===== config.mk =====
export PLATFORM = sky130hd
export DESIGN_NAME = ccftg_frame_timing_gen
export DESIGN_NICKNAME = d
export VERILOG_FILES = /design/src/shared/ccftg_pkg.sv /design/src/shared/ccftg_code_if.sv /design/src/hw/ccftg_sync.sv /design/src/hw/ccftg_code.sv /design/src/hw/ccftg_frame_timing_gen.sv
export SDC_FILE = /design/constraint.sdc
export NUM_CORES = 1
export LEC_CHECK = 0
export BUFFER_PORTS_ARGS = -buffer_cell sky130_fd_sc_hd__buf_4
export CAP_MARGIN = 20
export CORE_MARGIN = 8
export CORE_UTILIZATION = 57
export CTS_CLUSTER_SIZE = 20
export DETAILED_ROUTE_END_ITERATION = 8
export GPL_TIMING_DRIVEN = 0
export PLACE_DENSITY = 0.83
export SKIP_CTS_REPAIR_TIMING = 1
export SLEW_MARGIN = 20
export SYNTH_ARGS = -nofsm -noshare
export SYNTH_HDL_FRONTEND = slang
export SYNTH_SLANG_ARGS = --single-unit

===== constraint.sdc =====
create_clock -name pclk -period 10.9 [get_ports pclk]
set_clock_uncertainty 0.2 [all_clocks]
set_input_delay 0.545 -clock pclk [delete_from_list [all_inputs] [get_ports pclk]]
set_output_delay 0.545 -clock pclk [all_outputs]
set_load 0.1 [all_outputs]

===== src/shared/ccftg_pkg.sv =====
// Constants, register map and reset values of the frame timing generator
// How it works
// - Each line sends end code, horizontal blanking, start code, then active samples.
// - A timing code is 0xFF, 0x00, 0x00, then the code byte.
// - Code byte carries four protection bits computed from field, vertical, horizontal bits.
// - Field 1 codes: 80/9D outside vertical blanking, AB/B6 during it.
// - Field 2 codes: C7/DA outside vertical blanking, EC/F1 during it.
// - Timing codes are inserted whether timing is generated or followed.
// - With clipping on, samples are held within programmable minimum and maximum.
// - Frame lines are numbered from 1 up to 525 or 625.
// - 525-line default geometry gives the standard field and vertical flags.
// - 625-line geometry is reached by programming the same fields.
// - Progressive output is two identical fields; no dedicated mode.
// - Frame line counter starts at one and counts to the frame length.
// - Field 2 region holds while line is at or past field-two start.
// - Active video when line and pixel reach their video start settings.
// - Overlaps are signed four-bit values, -8 to +7 lines.
// - In an overlap vertical blanking is new while field flag stays old.
// - First overlap acts at field 2 blanking start, second at field 1.
// - Frame counters start at line 1 pixel 1 and reload when master.
// - Following outside timing, the line counter does not wrap until an external edge.
// - Image starts at video start plus vertical and horizontal image offsets.
// - Image counters start at zero, stop at size, reset at image start.
// - Outside the image blanking bytes 0x80, 0x10, 0x80, 0x10 are sent.
// - Bit 6 of the code byte is the field flag.
// - Output bytes change on rising edges of the video clock.
// - A pixel pair is four bytes: U, Y0, V, Y1.
// - With sync master set the block makes its own frame timing.
`default_nettype none
package ccftg_pkg;
    // Register byte offsets
    localparam logic [7:0] OFF_CTRL = 8'h00;
    localparam logic [7:0] OFF_FRAME = 8'h04;
    localparam logic [7:0] OFF_FIELD = 8'h08;
    localparam logic [7:0] OFF_LINE = 8'h0C;
    localparam logic [7:0] OFF_IMG_OFF = 8'h10;
    localparam logic [7:0] OFF_IMG_SIZE = 8'h14;
    localparam logic [7:0] OFF_CLIP = 8'h18;
    localparam logic [7:0] OFF_STATUS = 8'h1C;
    // Field positions
    localparam int CTRL_ENABLE = 0;
    localparam int CTRL_MASTER = 1;
    localparam int CTRL_CLIP = 2;
    localparam int CTRL_POS = 3;
    localparam int LO_POS = 0;
    localparam int HI_POS = 16;
    localparam int OLAP1_POS = 12;
    localparam int OLAP2_POS = 28;
    localparam int CMAX_POS = 8;
    localparam int ST_F_POS = 30;
    localparam int ST_V_POS = 29;
    // Reset values, 525-line geometry
    localparam logic [10:0] RST_FRAME_LEN = 11'h20D;
    localparam logic [10:0] RST_F2_START = 11'h108;
    localparam logic [10:0] RST_F1_VLINE = 11'h014;
    localparam logic [10:0] RST_F2_VLINE = 11'h11B;
    localparam logic [3:0] RST_FIRST_FIELD_OVERLAP = 4'h2;
    localparam logic [3:0] RST_SECOND_FIELD_OVERLAP = 4'h3;
    localparam logic [11:0] RST_LINE_LEN = 12'h35A;
    localparam logic [11:0] RST_VPIX = 12'h08A;
    localparam logic [10:0] RST_IMG_H = 11'h0F4;
    localparam logic [11:0] RST_IMG_W = 12'h2D0;
    localparam logic [7:0] RST_CMIN = 8'h01;
    localparam logic [7:0] RST_CMAX = 8'hFE;
    // Stream bytes
    localparam logic [7:0] PRE_ONES = 8'hFF;
    localparam logic [7:0] PRE_ZERO = 8'h00;
    localparam logic [7:0] BLANK_C = 8'h80;
    localparam logic [7:0] BLANK_Y = 8'h10;
    localparam logic [11:0] CODE_PIX = 12'h001;
    localparam logic [11:0] SAV_LEAD = 12'h002;
endpackage
`default_nettype wire


===== src/shared/ccftg_code_if.sv =====
// Carrier between the timing core and the code and clip unit
`timescale 1ns/1ps
`default_nettype none
interface ccftg_code_if;
    logic field;
    logic vblank;
    logic eav;
    logic clip_en;
    logic [7:0] cmin;
    logic [7:0] cmax;
    logic [7:0] sample;
    logic [7:0] code;
    logic [7:0] clipped;
    modport gen (output field, vblank, eav, clip_en, cmin, cmax, sample,
                 input code, clipped);
    modport coder (input field, vblank, eav, clip_en, cmin, cmax, sample,
                   output code, clipped);
endinterface
`default_nettype wire


===== src/hw/ccftg_sync.sv =====
// Two-flop synchroniser with edge detection per input bit
`timescale 1ns/1ps
`default_nettype none
module ccftg_sync #(parameter int WIDTH = 2) (
    // Clock and reset
    input wire logic pclk,
    input wire logic presetn,
    // Asynchronous inputs and results
    input wire logic [WIDTH-1:0] din,
    output logic [WIDTH-1:0] rise,
    output logic [WIDTH-1:0] fall
);
    for (genvar i = 0; i < WIDTH; i++) begin : g_bit
        logic meta, stable, prev;
        always_ff @(posedge pclk or negedge presetn) begin
            if (!presetn) begin
                meta <= 1'b0;
                stable <= 1'b0;
                prev <= 1'b0;
            end else begin
                meta <= din[i];
                stable <= meta;
                prev <= stable;
            end
        end
        assign rise[i] = stable & ~prev;
        assign fall[i] = ~stable & prev;
    end
endmodule // ccftg_sync
`default_nettype wire


===== src/hw/ccftg_code.sv =====
// Timing code byte builder and sample clipper
`timescale 1ns/1ps
`default_nettype none
module ccftg_code (
    // Flags in, code and clipped sample out
    ccftg_code_if.coder cif
);
    logic f, v, h;
    always_comb begin
        f = cif.field;
        v = cif.vblank;
        h = cif.eav;
        // Protection bits over F, V, H
        cif.code = {1'b1, f, v, h, v ^ h, f ^ h, f ^ v, f ^ v ^ h};
    end
    always_comb begin
        cif.clipped = cif.sample;
        if (cif.clip_en) begin
            if (cif.sample < cif.cmin) begin
                cif.clipped = cif.cmin;
            end else if (cif.sample > cif.cmax) begin
                cif.clipped = cif.cmax;
            end
        end
    end
endmodule // ccftg_code
`default_nettype wire


===== src/hw/ccftg_frame_timing_gen.sv =====
// Frame timing generator: counters, flags, code insertion and APB registers
`timescale 1ns/1ps
`default_nettype none
module ccftg_frame_timing_gen (
    // Clock and reset
    input wire logic pclk,
    input wire logic presetn,
    // APB slave
    input wire logic psel,
    input wire logic penable,
    input wire logic pwrite,
    input wire logic [7:0] paddr,
    input wire logic [31:0] pwdata,
    output logic [31:0] prdata,
    output logic pready,
    output logic pslverr,
    // Video link
    input wire logic video_out_clock,
    input wire logic frame_sync_in,
    output logic [7:0] video_out_bytes,
    // Pixel pair source
    input wire logic [7:0] pixel_u,
    input wire logic [7:0] pixel_y0,
    input wire logic [7:0] pixel_v,
    input wire logic [7:0] pixel_y1,
    output logic pixel_taken
);
    // Registers
    logic enable, sync_master, clip_en, sync_pos;
    logic [10:0] frame_len, f2_start, f1_vline, f2_vline, img_voff, img_h;
    logic [3:0] first_field_overlap, second_field_overlap;
    logic [11:0] line_len, vpix, img_hoff, img_w;
    logic [7:0] cmin, cmax;
    // Counters and state
    logic [10:0] line, img_line;
    logic [11:0] pix, img_pix;
    logic [1:0] phase;
    logic [1:0] rise, fall;
    logic byte_en, ext_edge, pix_adv, line_end;
    logic region2, f_code, v_flag, is_code, is_eav, img_act;
    logic [10:0] img_sline;
    logic [11:0] img_spix, pair_pix, next_pix;
    logic [7:0] next_byte;
    logic signed [12:0] line_s, f1_switch, f2_end, wrap_end;
    logic apb_wr, apb_setup, mapped;
    logic [31:0] rd_mux;

    ccftg_code_if cif ();

    ccftg_sync #(.WIDTH(2)) u_sync (
        .pclk(pclk),
        .presetn(presetn),
        .din({frame_sync_in, video_out_clock}),
        .rise(rise),
        .fall(fall)
    );

    ccftg_code u_code (
        .cif(cif)
    );

    // Bytes move on rising video clock edges only
    assign byte_en = rise[0] & enable;
    assign ext_edge = enable & ~sync_master & (sync_pos ? rise[1] : fall[1]);
    assign pix_adv = byte_en & phase[0];
    assign line_end = pix_adv & (pix == line_len);
    assign next_pix = (pix == line_len) ? 12'h001 : pix + 12'h001;

    // APB decode
    assign apb_setup = psel & ~penable;
    assign apb_wr = psel & penable & pready & pwrite;
    always_comb begin
        mapped = 1'b1;
        rd_mux = 32'h0000_0000;
        unique case (paddr)
            ccftg_pkg::OFF_CTRL: begin
                rd_mux[ccftg_pkg::CTRL_ENABLE] = enable;
                rd_mux[ccftg_pkg::CTRL_MASTER] = sync_master;
                rd_mux[ccftg_pkg::CTRL_CLIP] = clip_en;
                rd_mux[ccftg_pkg::CTRL_POS] = sync_pos;
            end
            ccftg_pkg::OFF_FRAME: begin
                rd_mux[ccftg_pkg::LO_POS +: 11] = frame_len;
                rd_mux[ccftg_pkg::HI_POS +: 11] = f2_start;
            end
            ccftg_pkg::OFF_FIELD: begin
                rd_mux[ccftg_pkg::LO_POS +: 11] = f1_vline;
                rd_mux[ccftg_pkg::OLAP1_POS +: 4] = first_field_overlap;
                rd_mux[ccftg_pkg::HI_POS +: 11] = f2_vline;
                rd_mux[ccftg_pkg::OLAP2_POS +: 4] = second_field_overlap;
            end
            ccftg_pkg::OFF_LINE: begin
                rd_mux[ccftg_pkg::LO_POS +: 12] = line_len;
                rd_mux[ccftg_pkg::HI_POS +: 12] = vpix;
            end
            ccftg_pkg::OFF_IMG_OFF: begin
                rd_mux[ccftg_pkg::LO_POS +: 11] = img_voff;
                rd_mux[ccftg_pkg::HI_POS +: 12] = img_hoff;
            end
            ccftg_pkg::OFF_IMG_SIZE: begin
                rd_mux[ccftg_pkg::LO_POS +: 11] = img_h;
                rd_mux[ccftg_pkg::HI_POS +: 12] = img_w;
            end
            ccftg_pkg::OFF_CLIP: begin
                rd_mux[ccftg_pkg::LO_POS +: 8] = cmin;
                rd_mux[ccftg_pkg::CMAX_POS +: 8] = cmax;
            end
            ccftg_pkg::OFF_STATUS: begin
                rd_mux[ccftg_pkg::LO_POS +: 11] = line;
                rd_mux[ccftg_pkg::HI_POS +: 12] = pix;
                rd_mux[ccftg_pkg::ST_V_POS] = v_flag;
                rd_mux[ccftg_pkg::ST_F_POS] = f_code;
            end
            default: mapped = 1'b0;
        endcase
    end

    // No wait state: answer in the first access cycle
    always_ff @(posedge pclk or negedge presetn) begin
        if (!presetn) begin
            pready <= 1'b0;
            pslverr <= 1'b0;
            prdata <= 32'h0000_0000;
        end else begin
            pready <= apb_setup;
            pslverr <= apb_setup & ~mapped;
            prdata <= (apb_setup & ~pwrite) ? rd_mux : 32'h0000_0000;
        end
    end

    always_ff @(posedge pclk or negedge presetn) begin
        if (!presetn) begin
            enable <= 1'b0;
            sync_master <= 1'b1;
            clip_en <= 1'b0;
            sync_pos <= 1'b1;
            frame_len <= ccftg_pkg::RST_FRAME_LEN;
            f2_start <= ccftg_pkg::RST_F2_START;
            f1_vline <= ccftg_pkg::RST_F1_VLINE;
            f2_vline <= ccftg_pkg::RST_F2_VLINE;
            first_field_overlap <= ccftg_pkg::RST_FIRST_FIELD_OVERLAP;
            second_field_overlap <= ccftg_pkg::RST_SECOND_FIELD_OVERLAP;
            line_len <= ccftg_pkg::RST_LINE_LEN;
            vpix <= ccftg_pkg::RST_VPIX;
            img_voff <= 11'h000;
            img_hoff <= 12'h000;
            img_h <= ccftg_pkg::RST_IMG_H;
            img_w <= ccftg_pkg::RST_IMG_W;
            cmin <= ccftg_pkg::RST_CMIN;
            cmax <= ccftg_pkg::RST_CMAX;
        end else if (apb_wr) begin
            unique case (paddr)
                ccftg_pkg::OFF_CTRL: begin
                    enable <= pwdata[ccftg_pkg::CTRL_ENABLE];
                    sync_master <= pwdata[ccftg_pkg::CTRL_MASTER];
                    clip_en <= pwdata[ccftg_pkg::CTRL_CLIP];
                    sync_pos <= pwdata[ccftg_pkg::CTRL_POS];
                end
                ccftg_pkg::OFF_FRAME: begin
                    frame_len <= pwdata[ccftg_pkg::LO_POS +: 11];
                    f2_start <= pwdata[ccftg_pkg::HI_POS +: 11];
                end
                ccftg_pkg::OFF_FIELD: begin
                    f1_vline <= pwdata[ccftg_pkg::LO_POS +: 11];
                    first_field_overlap <= pwdata[ccftg_pkg::OLAP1_POS +: 4];
                    f2_vline <= pwdata[ccftg_pkg::HI_POS +: 11];
                    second_field_overlap <= pwdata[ccftg_pkg::OLAP2_POS +: 4];
                end
                ccftg_pkg::OFF_LINE: begin
                    line_len <= pwdata[ccftg_pkg::LO_POS +: 12];
                    vpix <= pwdata[ccftg_pkg::HI_POS +: 12];
                end
                ccftg_pkg::OFF_IMG_OFF: begin
                    img_voff <= pwdata[ccftg_pkg::LO_POS +: 11];
                    img_hoff <= pwdata[ccftg_pkg::HI_POS +: 12];
                end
                ccftg_pkg::OFF_IMG_SIZE: begin
                    img_h <= pwdata[ccftg_pkg::LO_POS +: 11];
                    img_w <= pwdata[ccftg_pkg::HI_POS +: 12];
                end
                ccftg_pkg::OFF_CLIP: begin
                    cmin <= pwdata[ccftg_pkg::LO_POS +: 8];
                    cmax <= pwdata[ccftg_pkg::CMAX_POS +: 8];
                end
                default: ;
            endcase
        end
    end

    // Field and vertical flags; progressive is just two equal fields
    always_comb begin
        line_s = $signed({2'b00, line});
        f1_switch = $signed({2'b00, f2_start}) + $signed({{9{first_field_overlap[3]}}, first_field_overlap});
        f2_end = 13'sh0001 + $signed({{9{second_field_overlap[3]}}, second_field_overlap});
        wrap_end = $signed({2'b00, frame_len}) + f2_end;
        region2 = line >= f2_start;
        // Field flag lags the field region by the overlaps
        // Negative overlap only moves blanking earlier; flag switches at field start
        f_code = first_field_overlap[3] ? (line >= f2_start) : (line_s >= f1_switch);
        if (!second_field_overlap[3] && line_s < f2_end) begin
            f_code = 1'b1;
        end
        // Vertical blanking of the new field starts early on negative overlap
        v_flag = region2 ? (line < f2_vline) : (line < f1_vline);
        if (first_field_overlap[3] && !region2 && line_s >= f1_switch) begin
            v_flag = 1'b1;
        end
        if (second_field_overlap[3] && line_s >= wrap_end) begin
            v_flag = 1'b1;
        end
    end

    // Pair position, code slots and image area
    always_comb begin
        pair_pix = phase[1] ? pix - 12'h001 : pix;
        is_eav = pair_pix == ccftg_pkg::CODE_PIX;
        // Codes go in whichever timing source is active
        is_code = is_eav || (pair_pix == vpix - ccftg_pkg::SAV_LEAD);
        img_sline = (region2 ? f2_vline : f1_vline) + img_voff;
        img_spix = vpix + img_hoff;
        img_act = !is_code && !v_flag && line >= img_sline && img_line < img_h
                  && pix >= img_spix && img_pix < img_w;
    end

    assign cif.field = f_code;
    assign cif.vblank = v_flag;
    assign cif.eav = is_eav;
    assign cif.clip_en = clip_en;
    assign cif.cmin = cmin;
    assign cif.cmax = cmax;

    // Byte selection
    always_comb begin
        unique case (phase)
            2'b00: cif.sample = pixel_u;
            2'b01: cif.sample = pixel_y0;
            2'b10: cif.sample = pixel_v;
            2'b11: cif.sample = pixel_y1;
        endcase
        if (is_code) begin
            unique case (phase)
                2'b00: next_byte = ccftg_pkg::PRE_ONES;
                2'b01: next_byte = ccftg_pkg::PRE_ZERO;
                2'b10: next_byte = ccftg_pkg::PRE_ZERO;
                2'b11: next_byte = cif.code;
            endcase
        end else if (img_act) begin
            next_byte = cif.clipped;
        end else begin
            next_byte = phase[0] ? ccftg_pkg::BLANK_Y : ccftg_pkg::BLANK_C;
        end
    end

    // Frame counters
    always_ff @(posedge pclk or negedge presetn) begin
        if (!presetn) begin
            line <= 11'h001;
            pix <= 12'h001;
            phase <= 2'b00;
        end else if (!enable || ext_edge) begin
            line <= 11'h001;
            pix <= 12'h001;
            phase <= 2'b00;
        end else if (byte_en) begin
            phase <= phase + 2'b01;
            if (pix_adv) begin
                pix <= next_pix;
            end
            if (line_end) begin
                if (line == frame_len && sync_master) begin
                    line <= 11'h001;
                end else if (line != 11'h7FF) begin
                    line <= line + 11'h001;
                end
            end
        end
    end

    // Image counters
    always_ff @(posedge pclk or negedge presetn) begin
        if (!presetn) begin
            img_line <= 11'h000;
            img_pix <= 12'h000;
        end else if (pix_adv) begin
            if (next_pix == img_spix) begin
                img_pix <= 12'h000;
            end else if (pix >= img_spix && img_pix < img_w) begin
                img_pix <= img_pix + 12'h001;
            end
            if (line_end) begin
                if (line + 11'h001 == img_sline) begin
                    img_line <= 11'h000;
                end else if (line >= img_sline && img_line < img_h) begin
                    img_line <= img_line + 11'h001;
                end
            end
        end
    end

    // Output stream
    always_ff @(posedge pclk or negedge presetn) begin
        if (!presetn) begin
            video_out_bytes <= 8'h00;
            pixel_taken <= 1'b0;
        end else begin
            pixel_taken <= byte_en & img_act & (phase == 2'b11);
            if (byte_en) begin
                video_out_bytes <= next_byte;
            end
        end
    end
endmodule // ccftg_frame_timing_gen
`default_nettype wire


======== Word-level counts from Yosys, hierarchy flattened ========
Cells that the tools add are included.
cells by class
  $add $sub $neg .......................... 12
  $lt $le $gt $ge ......................... 12
  eq/ne operators ......................... 17
  muxes and demuxes ....................... 42
  bitwise logic cells ..................... 27
  reductions and logical operators ........ 40
operators by type and width
  cell                                                              count
  11-bit two-way mux                                                8
  12-bit two-way mux                                                7
  11-bit case mux with 6 select lines                               1
  7-bit case mux with 7 select lines                                1
  8-bit two-way mux                                                 6
  12-bit == test                                                    3
  11-bit less-than comparator                                       3
  8-bit by 5-bit == test with 1-bit output, second input constant   4
  32-bit two-way mux                                                1
  4-bit case mux with 8 select lines                                1
  8-bit case mux with 4 select lines                                1
  12-bit by 13-bit greater-or-equal comparator with 1-bit output    2
  12-bit by 1-bit adder with 12-bit output, second input constant   2
  8-bit case mux with 3 select lines                                1
  11-bit by 1-bit adder with 11-bit output, second input constant   2
  11-bit == test                                                    2
  11-bit greater-or-equal comparator                                2
  2-bit AND reduction                                               9
  1-bit bitwise AND                                                 16
  8-bit by 4-bit == test with 1-bit output, second input constant   2
  12-bit by 4-bit adder with 13-bit output                          1
  12-bit by 5-bit adder with 13-bit output                          1
  12-bit adder                                                      1
  12-bit by 1-bit == test with 1-bit output, second input constant  1
  other kinds (32)                                                  72
storage, ports and cells
  register bits ........................... 239
  bits of input ports ..................... 79
  output and inout port bits .............. 43
  logic and storage cells ................. 184

======== Longest topological paths before layout ========
Gate-level depths: netlist (run 1).
  depth in word-level cells ............... 14
  gate-level depth with buffers ........... 27
  mapped depth without buffers ............ 24

======== Cells and area by module ========
From an unflattened synthesis (run 1), not the netlist that was laid out.
unflattened totals
  cells, all modules ...................... 1827
  area total of the unflattened synthesis .. 17391.7 sq um
modules (own cells, without submodules)
  module                  times used  cells an instance  area an instance (sq um)  sequential area each (sq um)
  ccftg_frame_timing_gen  1           1729               16497.1                   5888.1
  ccftg_code              1           88                 709.4                     0.0
  ccftg_sync              1           10                 185.2                     150.1

======== Worst setup path before layout (run 1) ========
OpenSTA, ideal clock, no wires.
  kind .................................... register -> register
  start ................................... register line[0]
  end ..................................... register img_line[6]
  setup time .............................. 0.084 ns
  arrival time ............................ 6.179 ns
  required time ........................... 10.616 ns
  setup slack ............................. 4.437 ns
  cell stages (with the launch flop) ...... 26
  path buffers ............................ 2
  period minus slack after synthesis ...... 6.463 ns
  cells stage by stage .................... dfstp_2 > clkbuf_1 > inv_1 > ha_1 > nand4_1 > nor2_1 > a2111oi_0 > a211oi_1 > clkbuf_1 > mux2_2 > ha_1 > fa_1 > a211oi_1 > o21ai_0 > a211oi_1 > o31ai_1 > xor2_1 > xor2_1 > ha_1 > nand4_1 > o31ai_1 > o21bai_1 > nor3_1 > nand3_1 > or3_1 > a21boi_0
between the ends
  longest elaborated chain between the ends .. 7
  elaborated cells between the ends (all ways) .. 10
  those cells by class .................... 2 x add/sub; 2 x order compare; 1 x eq/ne; 2 x mux; 3 x reduce/logical
RTL lines
  what                                  line                           text
  from (decl)                           ccftg_frame_timing_gen.sv:35   logic [10:0] line, img_line;
  from (signal assigned)                ccftg_frame_timing_gen.sv:273  line <= line + 11'h001;
  11-bit greater-or-equal comparator    ccftg_frame_timing_gen.sv:196  region2 = line >= f2_start;
  11-bit two-way mux                    ccftg_frame_timing_gen.sv:219  img_sline = (region2 ? f2_vline : f1_vline) + img_voff;
  11-bit adder                          ccftg_frame_timing_gen.sv:219
  11-bit greater-or-equal comparator    ccftg_frame_timing_gen.sv:293  end else if (line >= img_sline && img_line < img_h) begin
  1-bit logical AND                     ccftg_frame_timing_gen.sv:293
  2-bit nonzero test (no source line)   --
  3-bit AND reduction (no source line)  --
  to (signal assigned)                  ccftg_frame_timing_gen.sv:294  img_line <= img_line + 11'h001;
  to (decl)                             ccftg_frame_timing_gen.sv:35
Parallel ways exist; a longest one is shown, timed or not.
A chain may end at the register's enable or synchronous reset.

======== Worst setup path in the final report (run 1) ========
Ends and elaborated chain as after synthesis.

==> run metrics, run 1 <==
status=finished clean; Worst Setup SP=line[0]; switching pwr=0.490 mW; Arrival @ worst endpoint=8.81 ns; max_cap viols=0; min-delay worst type=input pin to flop; PD cells=103 nW/um2; Die Span Y=190 um; initial antenna violation count=0; post-synth top area share=0.279; layout cells sized above 1=0.181; worst rel slew slack=0.279; CTS Buf Count=27; critical path launch point type=flop; top post-synthesis cells by area=dfrtp_1, ha_1, mux2_2, dfstp_2, xnor2_1; min cycle time layout=8.53 ns; Worst R2R Setup Slack=2.37 ns; clock sink count=239; synth warn=0; Pre-antenna DRT Iters=7; worst flop-to-flop path startpoint=line[0]; final hold slack=0.00691 ns; fin worst setup slack=2.37 ns; Layout Utilization=0.654; RSZ-0062 raised after global routing=false; GRT Total Usage=0.311; grt ovf=0; Final Slew Violations=0; port buffer count=118; Place WS=2.74 ns; core footprint=30300 um2; initial core utilization=0.572; Die ar.=36200 um2; number of DRC markers in iteration 0=2039; worst flop-to-flop path endpoint=img_line[6]; EDFF count, synth=0; CTS max path bufs=3; Synth area leader=dfrtp_1; Via density=6.68; Syn Nets=2072; H-tree lvl count=1; critical path endpoint=img_line[6]; first-pass GRT wire length=88.7 mm; TritonCTS clock tree=built; io pins=122; final worst-path cycle share=0.782; Setup TNS Final=0 ns; hold_sp=pwdata[27]; Max Fclk=0.117 GHz; CP Capture Type=flop; peak supply drop=0.000110 V; Mapped Area=17300 um2; Routed Antenna Nets=0; Fin. Hold Viols=0; # setup viols final=0; Async S/R FF share, synth=1.00; clk_lat worst skew=0.57 ns; cells on worst reg2reg path=25; Worst-Margin Slew=1.06 ns; DRC errors left=0; Post-Syn Instances=1812; internal power=1.56 mW; clock share of power=0.500; die width=190 um; vias in the first global route=15680; DRT Wirelength=57.7 mm; CTS Root Cell=clkbuf_16; DR vias=15925; Post-Syn Area per Cell=9.55 um2; ys flop type=dfrtp_1; Worst EP required=11.18 ns; WL/cell=24.2 um; Netlist cell types=83; sequential share of the synthesized area=0.349; LEAKAGE=9.14 nW; Comb power frac=0.061; HPWL Detailed=44.0 mm; CP Class=flop to flop; Seq pwr share=0.439; Syn-to-layout area delta=14.4%; Yosys reg bits=239; CP Max Fanout=10; largest net degree at the start of global routing=85; row count=64; switch share=0.239; routability cong.=1.01; Final #Nets=2226; Fill cells=2396; clock-pin slew on the worst setup and hold paths=0.06 ns
[state kept, by name (all words and copies together), names as in the netlist, 12 cells and up]
signal / flops
prdata: 32
img_w: 12
pix: 12
img_hoff: 12
line_len: 12
vpix: 12
img_pix: 12
[kinds of logic (layout without fill, tap and decap cells)]
logic type | count (synthesis) | count (layout) | share of synthesized area
AO/OA/AOI/OAI | 480 | 480 | 0.188
XOR/XNOR | 140 | 140 | 0.0749
adder cells (fa/ha/maj) | 181 | 181 | 0.133
buffers and inverters | 185 | 360 | 0.0406
flip-flops | 239 | 239 | 0.349
multiplexers | 128 | 128 | 0.0835
other | 0 | 1 | 0
AND/OR/NAND/NOR | 459 | 459 | 0.132
[critical path, stage by stage (launching register included)]
cell and delay (ns):
dfstp_2 0.53, clkbuf_1 0.59, inv_1 0.37, ha_1 0.38, nand4_1 0.10, nor2_1 0.12, a2111oi_0 0.08, a211oi_1 0.60
clkbuf_1 0.42, clkbuf_1 0.36, o21ai_0 0.30, fa_1 0.52, a211oi_1 0.33, o21ai_0 0.16, a211oi_1 0.31, o31ai_1 0.13
xor2_1 0.31, xor2_1 0.15, ha_1 0.36, nand4_1 0.10, o31ai_1 0.31, o21bai_1 0.13, nor3_1 0.72, nand3_1 0.31
or3_1 0.37, a21boi_0 0.17
[routing by layer]
layer	part of all wire	vias up	global-route usage
met3	0.13	230	0.0881
met5	0	-	0
met1	0.39	7652	0.407
met2	0.43	1041	0.473
li1	-	7002	-
met4	0.054	0	0.145
[synthesized netlist by cell type (all sizes together) (23+ instances only)]
library cell / count
a21o: 23
a21oi: 111
a222oi: 39
clkbuf: 68
dfrtp: 193
dfstp: 46
ha: 177
inv: 107
mux2: 122
nand2: 124
nand3: 35
nand4: 24
nor2: 121
nor3: 31
o21ai: 111
xnor2: 80
xor2: 55
[power by group through the flow]
stage | logic [mW] | registers (mW) | clock network [mW]
floorplan | 0.0449 | 0.917 | 0
global placement | 0.115 | 0.914 | 0
CTS | 0.123 | 0.899 | 1.03
finish | 0.126 | 0.899 | 1.02
detailed placement | 0.122 | 0.914 | 0
global route | 0.136 | 0.899 | 1.06
[placed cells by master (no fill, tap or decap), types with 35 or more instances in the layout]
master,netlist,routed
a222oi_1,39,39
xnor2_1,80,80
mux2_2,122,122
ha_1,177,177
clkbuf_1,68,71
o21ai_0,109,109
inv_1,107,107
nor2_1,121,121
dfstp_2,46,46
nand2_1,124,124
dfrtp_1,193,193
nand3_1,35,35
buf_4,0,117
a21oi_1,111,111
xor2_1,55,55
[layout make-up]
class / instances / area (um2) / share of cell area
Antenna cell: 1 / 2.50 / 0.000126
Buffer: 77 / 298 / 0.0150
Clock buffer: 32 / 714 / 0.0361
Clock inverter: 18 / 280 / 0.0142
Inverter: 108 / 405 / 0.0205
Multi-Input combinational cell: 1388 / 10600 / 0.534
Sequential cell: 239 / 6040 / 0.305
Tap cell: 396 / 495 / 0.0250
Timing Repair Buffer: 125 / 995 / 0.0502
[how the worst min path moves through the flow]
stage                     cells past startpoint  slack [ns]                       to
after floorplan                               0        0.05              cif.clip_en
after global placement                        0        0.13   u_sync.g_bit[1].stable
after detailed placement                      0        0.14   u_sync.g_bit[1].stable
after CTS                                     1       -0.18                  line[1]
after global routing                          2        0.02  second_field_overlap[0]
final                                         3       0.007                img_w[11]
[per-stage QoR]
step	std cells	instance area, um2	power [mW]
after floorplan	1812	17300	0.962
after global placement	2326	18700	1.03
after detailed placement	2330	18800	1.04
after CTS	2380	19800	2.05
after global routing	2383	19800	2.10
final	2384	19800	2.05
Power figures use the tool's default switching activity.
==> run 2: changes to the inputs <==
==> constraint.sdc (replaced) <==
create_clock -name pclk -period 8.9 [get_ports pclk]
set_clock_uncertainty 0.2 [all_clocks]
set_input_delay 0.445 -clock pclk [delete_from_list [all_inputs] [get_ports pclk]]
set_output_delay 0.445 -clock pclk [all_outputs]
set_load 0.1 [all_outputs]
==> run metrics, run 2 (synthesis results as in run 1) <==
CTS Root Cell=clkbuf_16; final hold slack=-0.0328 ns; Seq pwr share=0.438; Via density=6.69; DR vias=16077; peak supply drop=0.000135 V; CP Max Fanout=10; TritonCTS clock tree=built; LEAKAGE=9.22 nW; Syn-to-layout area delta=15.5%; Placed Instances=2330; Setup TNS Final=0 ns; Worst-Margin Slew=1.07 ns; placed cell area=18800 um2; Place WS=0.744 ns; PD cells=126 nW/um2; largest net degree at the start of global routing=85; WL/cell=24.1 um; min cycle time layout=8.33 ns; CP Class=flop to flop; worst rel slew slack=0.278; Fin. Hold Viols=5; first-pass GRT wire length=88.7 mm; max reg flops=32; top sig layer=met4; row count=64; Routed Antenna Nets=0; Fill cells=2381; fin worst setup slack=0.567 ns; Die Span Y=190 um; clock sink count=239; max_cap viols=0; commonest non-fill, non-tap cell in the layout=dfrtp_1; critical path launch point type=flop; status=finished, violations left; CTS Buf Count=27; CTS max path bufs=3; Comb power frac=0.064; initial antenna violation count=0; met1 WL=22.4 mm; failing checks=negative hold slack; H-tree lvl count=1; Pre-antenna DRT Iters=9; CP Capture Type=flop; core footprint=30300 um2; port buffer count=118; clk_lat worst skew=0.57 ns; commonest cells after routing, fill and taps aside=dfrtp_1, ha_1, nand2_1; GRT Total Usage=0.311; Final #Nets=2245; final instance area=20000 um2; min-delay worst type=input pin to flop; RSZ-0062 raised after global routing=false; final worst-path cycle share=0.936; total power=2.51 mW; io pins=122; switching pwr=0.602 mW; grt ovf=0; clock share of power=0.498; clock-pin slew on the worst setup and hold paths=0.06 ns; Layout Utilization=0.661; initial core utilization=0.572; layout cells sized above 1=0.179; Post-Layout Cell Count=2403; Biggest register=prdata; routability cong.=1.01; vias in the first global route=15680; internal power=1.91 mW; Die ar.=36200 um2; # setup viols final=0; Arrival @ worst endpoint=8.57 ns; DRC errors left=0; Final Slew Violations=0; Max Fclk=0.120 GHz; number of DRC markers in iteration 0=1940; die width=190 um; DRT Wirelength=58.0 mm; HPWL Detailed=44.0 mm; metal3 WL=7.44 mm; switch share=0.239; Met2 Wirelength=25.0 mm; Worst EP required=9.14 ns
run 2: cell types whose count changed in the layout (fill, tap and decap cells not counted), sizes merged:
| cell | change |
|---|---|
| dlygate4sd3 | +19 |
run 2: power groups by stage:
stage	Combinational, mW	Sequential, mW	Clock, mW
after detailed placement	0.149	1.12	0
after floorplan	0.0550	1.12	0
after global routing	0.174	1.10	1.30
after CTS	0.150	1.10	1.26
after global placement	0.141	1.12	0
final	0.161	1.10	1.25
run 2: layout make-up:
class | instances | area (um2) | share of cell area
Multi-Input combinational cell | 1388 | 10600 | 0.529
Sequential cell | 239 | 6040 | 0.302
Timing Repair Buffer | 144 | 1180 | 0.0592
Clock buffer | 32 | 714 | 0.0357
Tap cell | 396 | 495 | 0.0248
Inverter | 108 | 405 | 0.0203
Buffer | 77 | 298 | 0.0149
Clock inverter | 18 | 280 | 0.0140
Antenna cell | 1 | 2.50 | 0.000125
run 2: critical path, stage by stage, from the launching register on:
cell and delay, ns:
dfstp_2 0.53, clkbuf_1 0.62, inv_1 0.37, ha_1 0.38, nand4_1 0.10, nor2_1 0.12, a2111oi_0 0.08, a211oi_1 0.61
clkbuf_1 0.41, clkbuf_1 0.36, o21ai_0 0.29, fa_1 0.52, a211oi_1 0.33, o21ai_0 0.16, a211oi_1 0.31, o31ai_1 0.13
xor2_1 0.30, xor2_1 0.16, ha_1 0.36, nand4_1 0.10, o31ai_1 0.32, o21bai_1 0.15, nor2_1 0.48, and4_1 0.29
buf_6 0.14, mux2i_1 0.09, o31a_1 0.30
run 2: worst paths after layout:
check / from / end / slack (ns) / depth (start not counted)
hold reg to reg: u_sync.g_bit[0].meta / u_sync.g_bit[0].stable / 0.15 / 0
max in group asynchronous: presetn / cif.cmax[4] / 6.93 / 4
setup / recovery: line[0] / video_out_bytes[4] / 0.57 / 26
min in group asynchronous: presetn / line[1] / 0.28 / 2
hold / removal: pwdata[23] / img_w[7] / -0.03 / 3
setup reg to reg: line[0] / video_out_bytes[4] / 0.57 / 26
run 2: routing by layer:
| layer | global-route usage | up-vias |
|---|---|---|
| met3 | 0.0881 | 238 |
| li1 | - | 7047 |
| met2 | 0.473 | 1050 |
| met1 | 0.407 | 7742 |
| met4 | 0.145 | 0 |
| met5 | 0 | - |
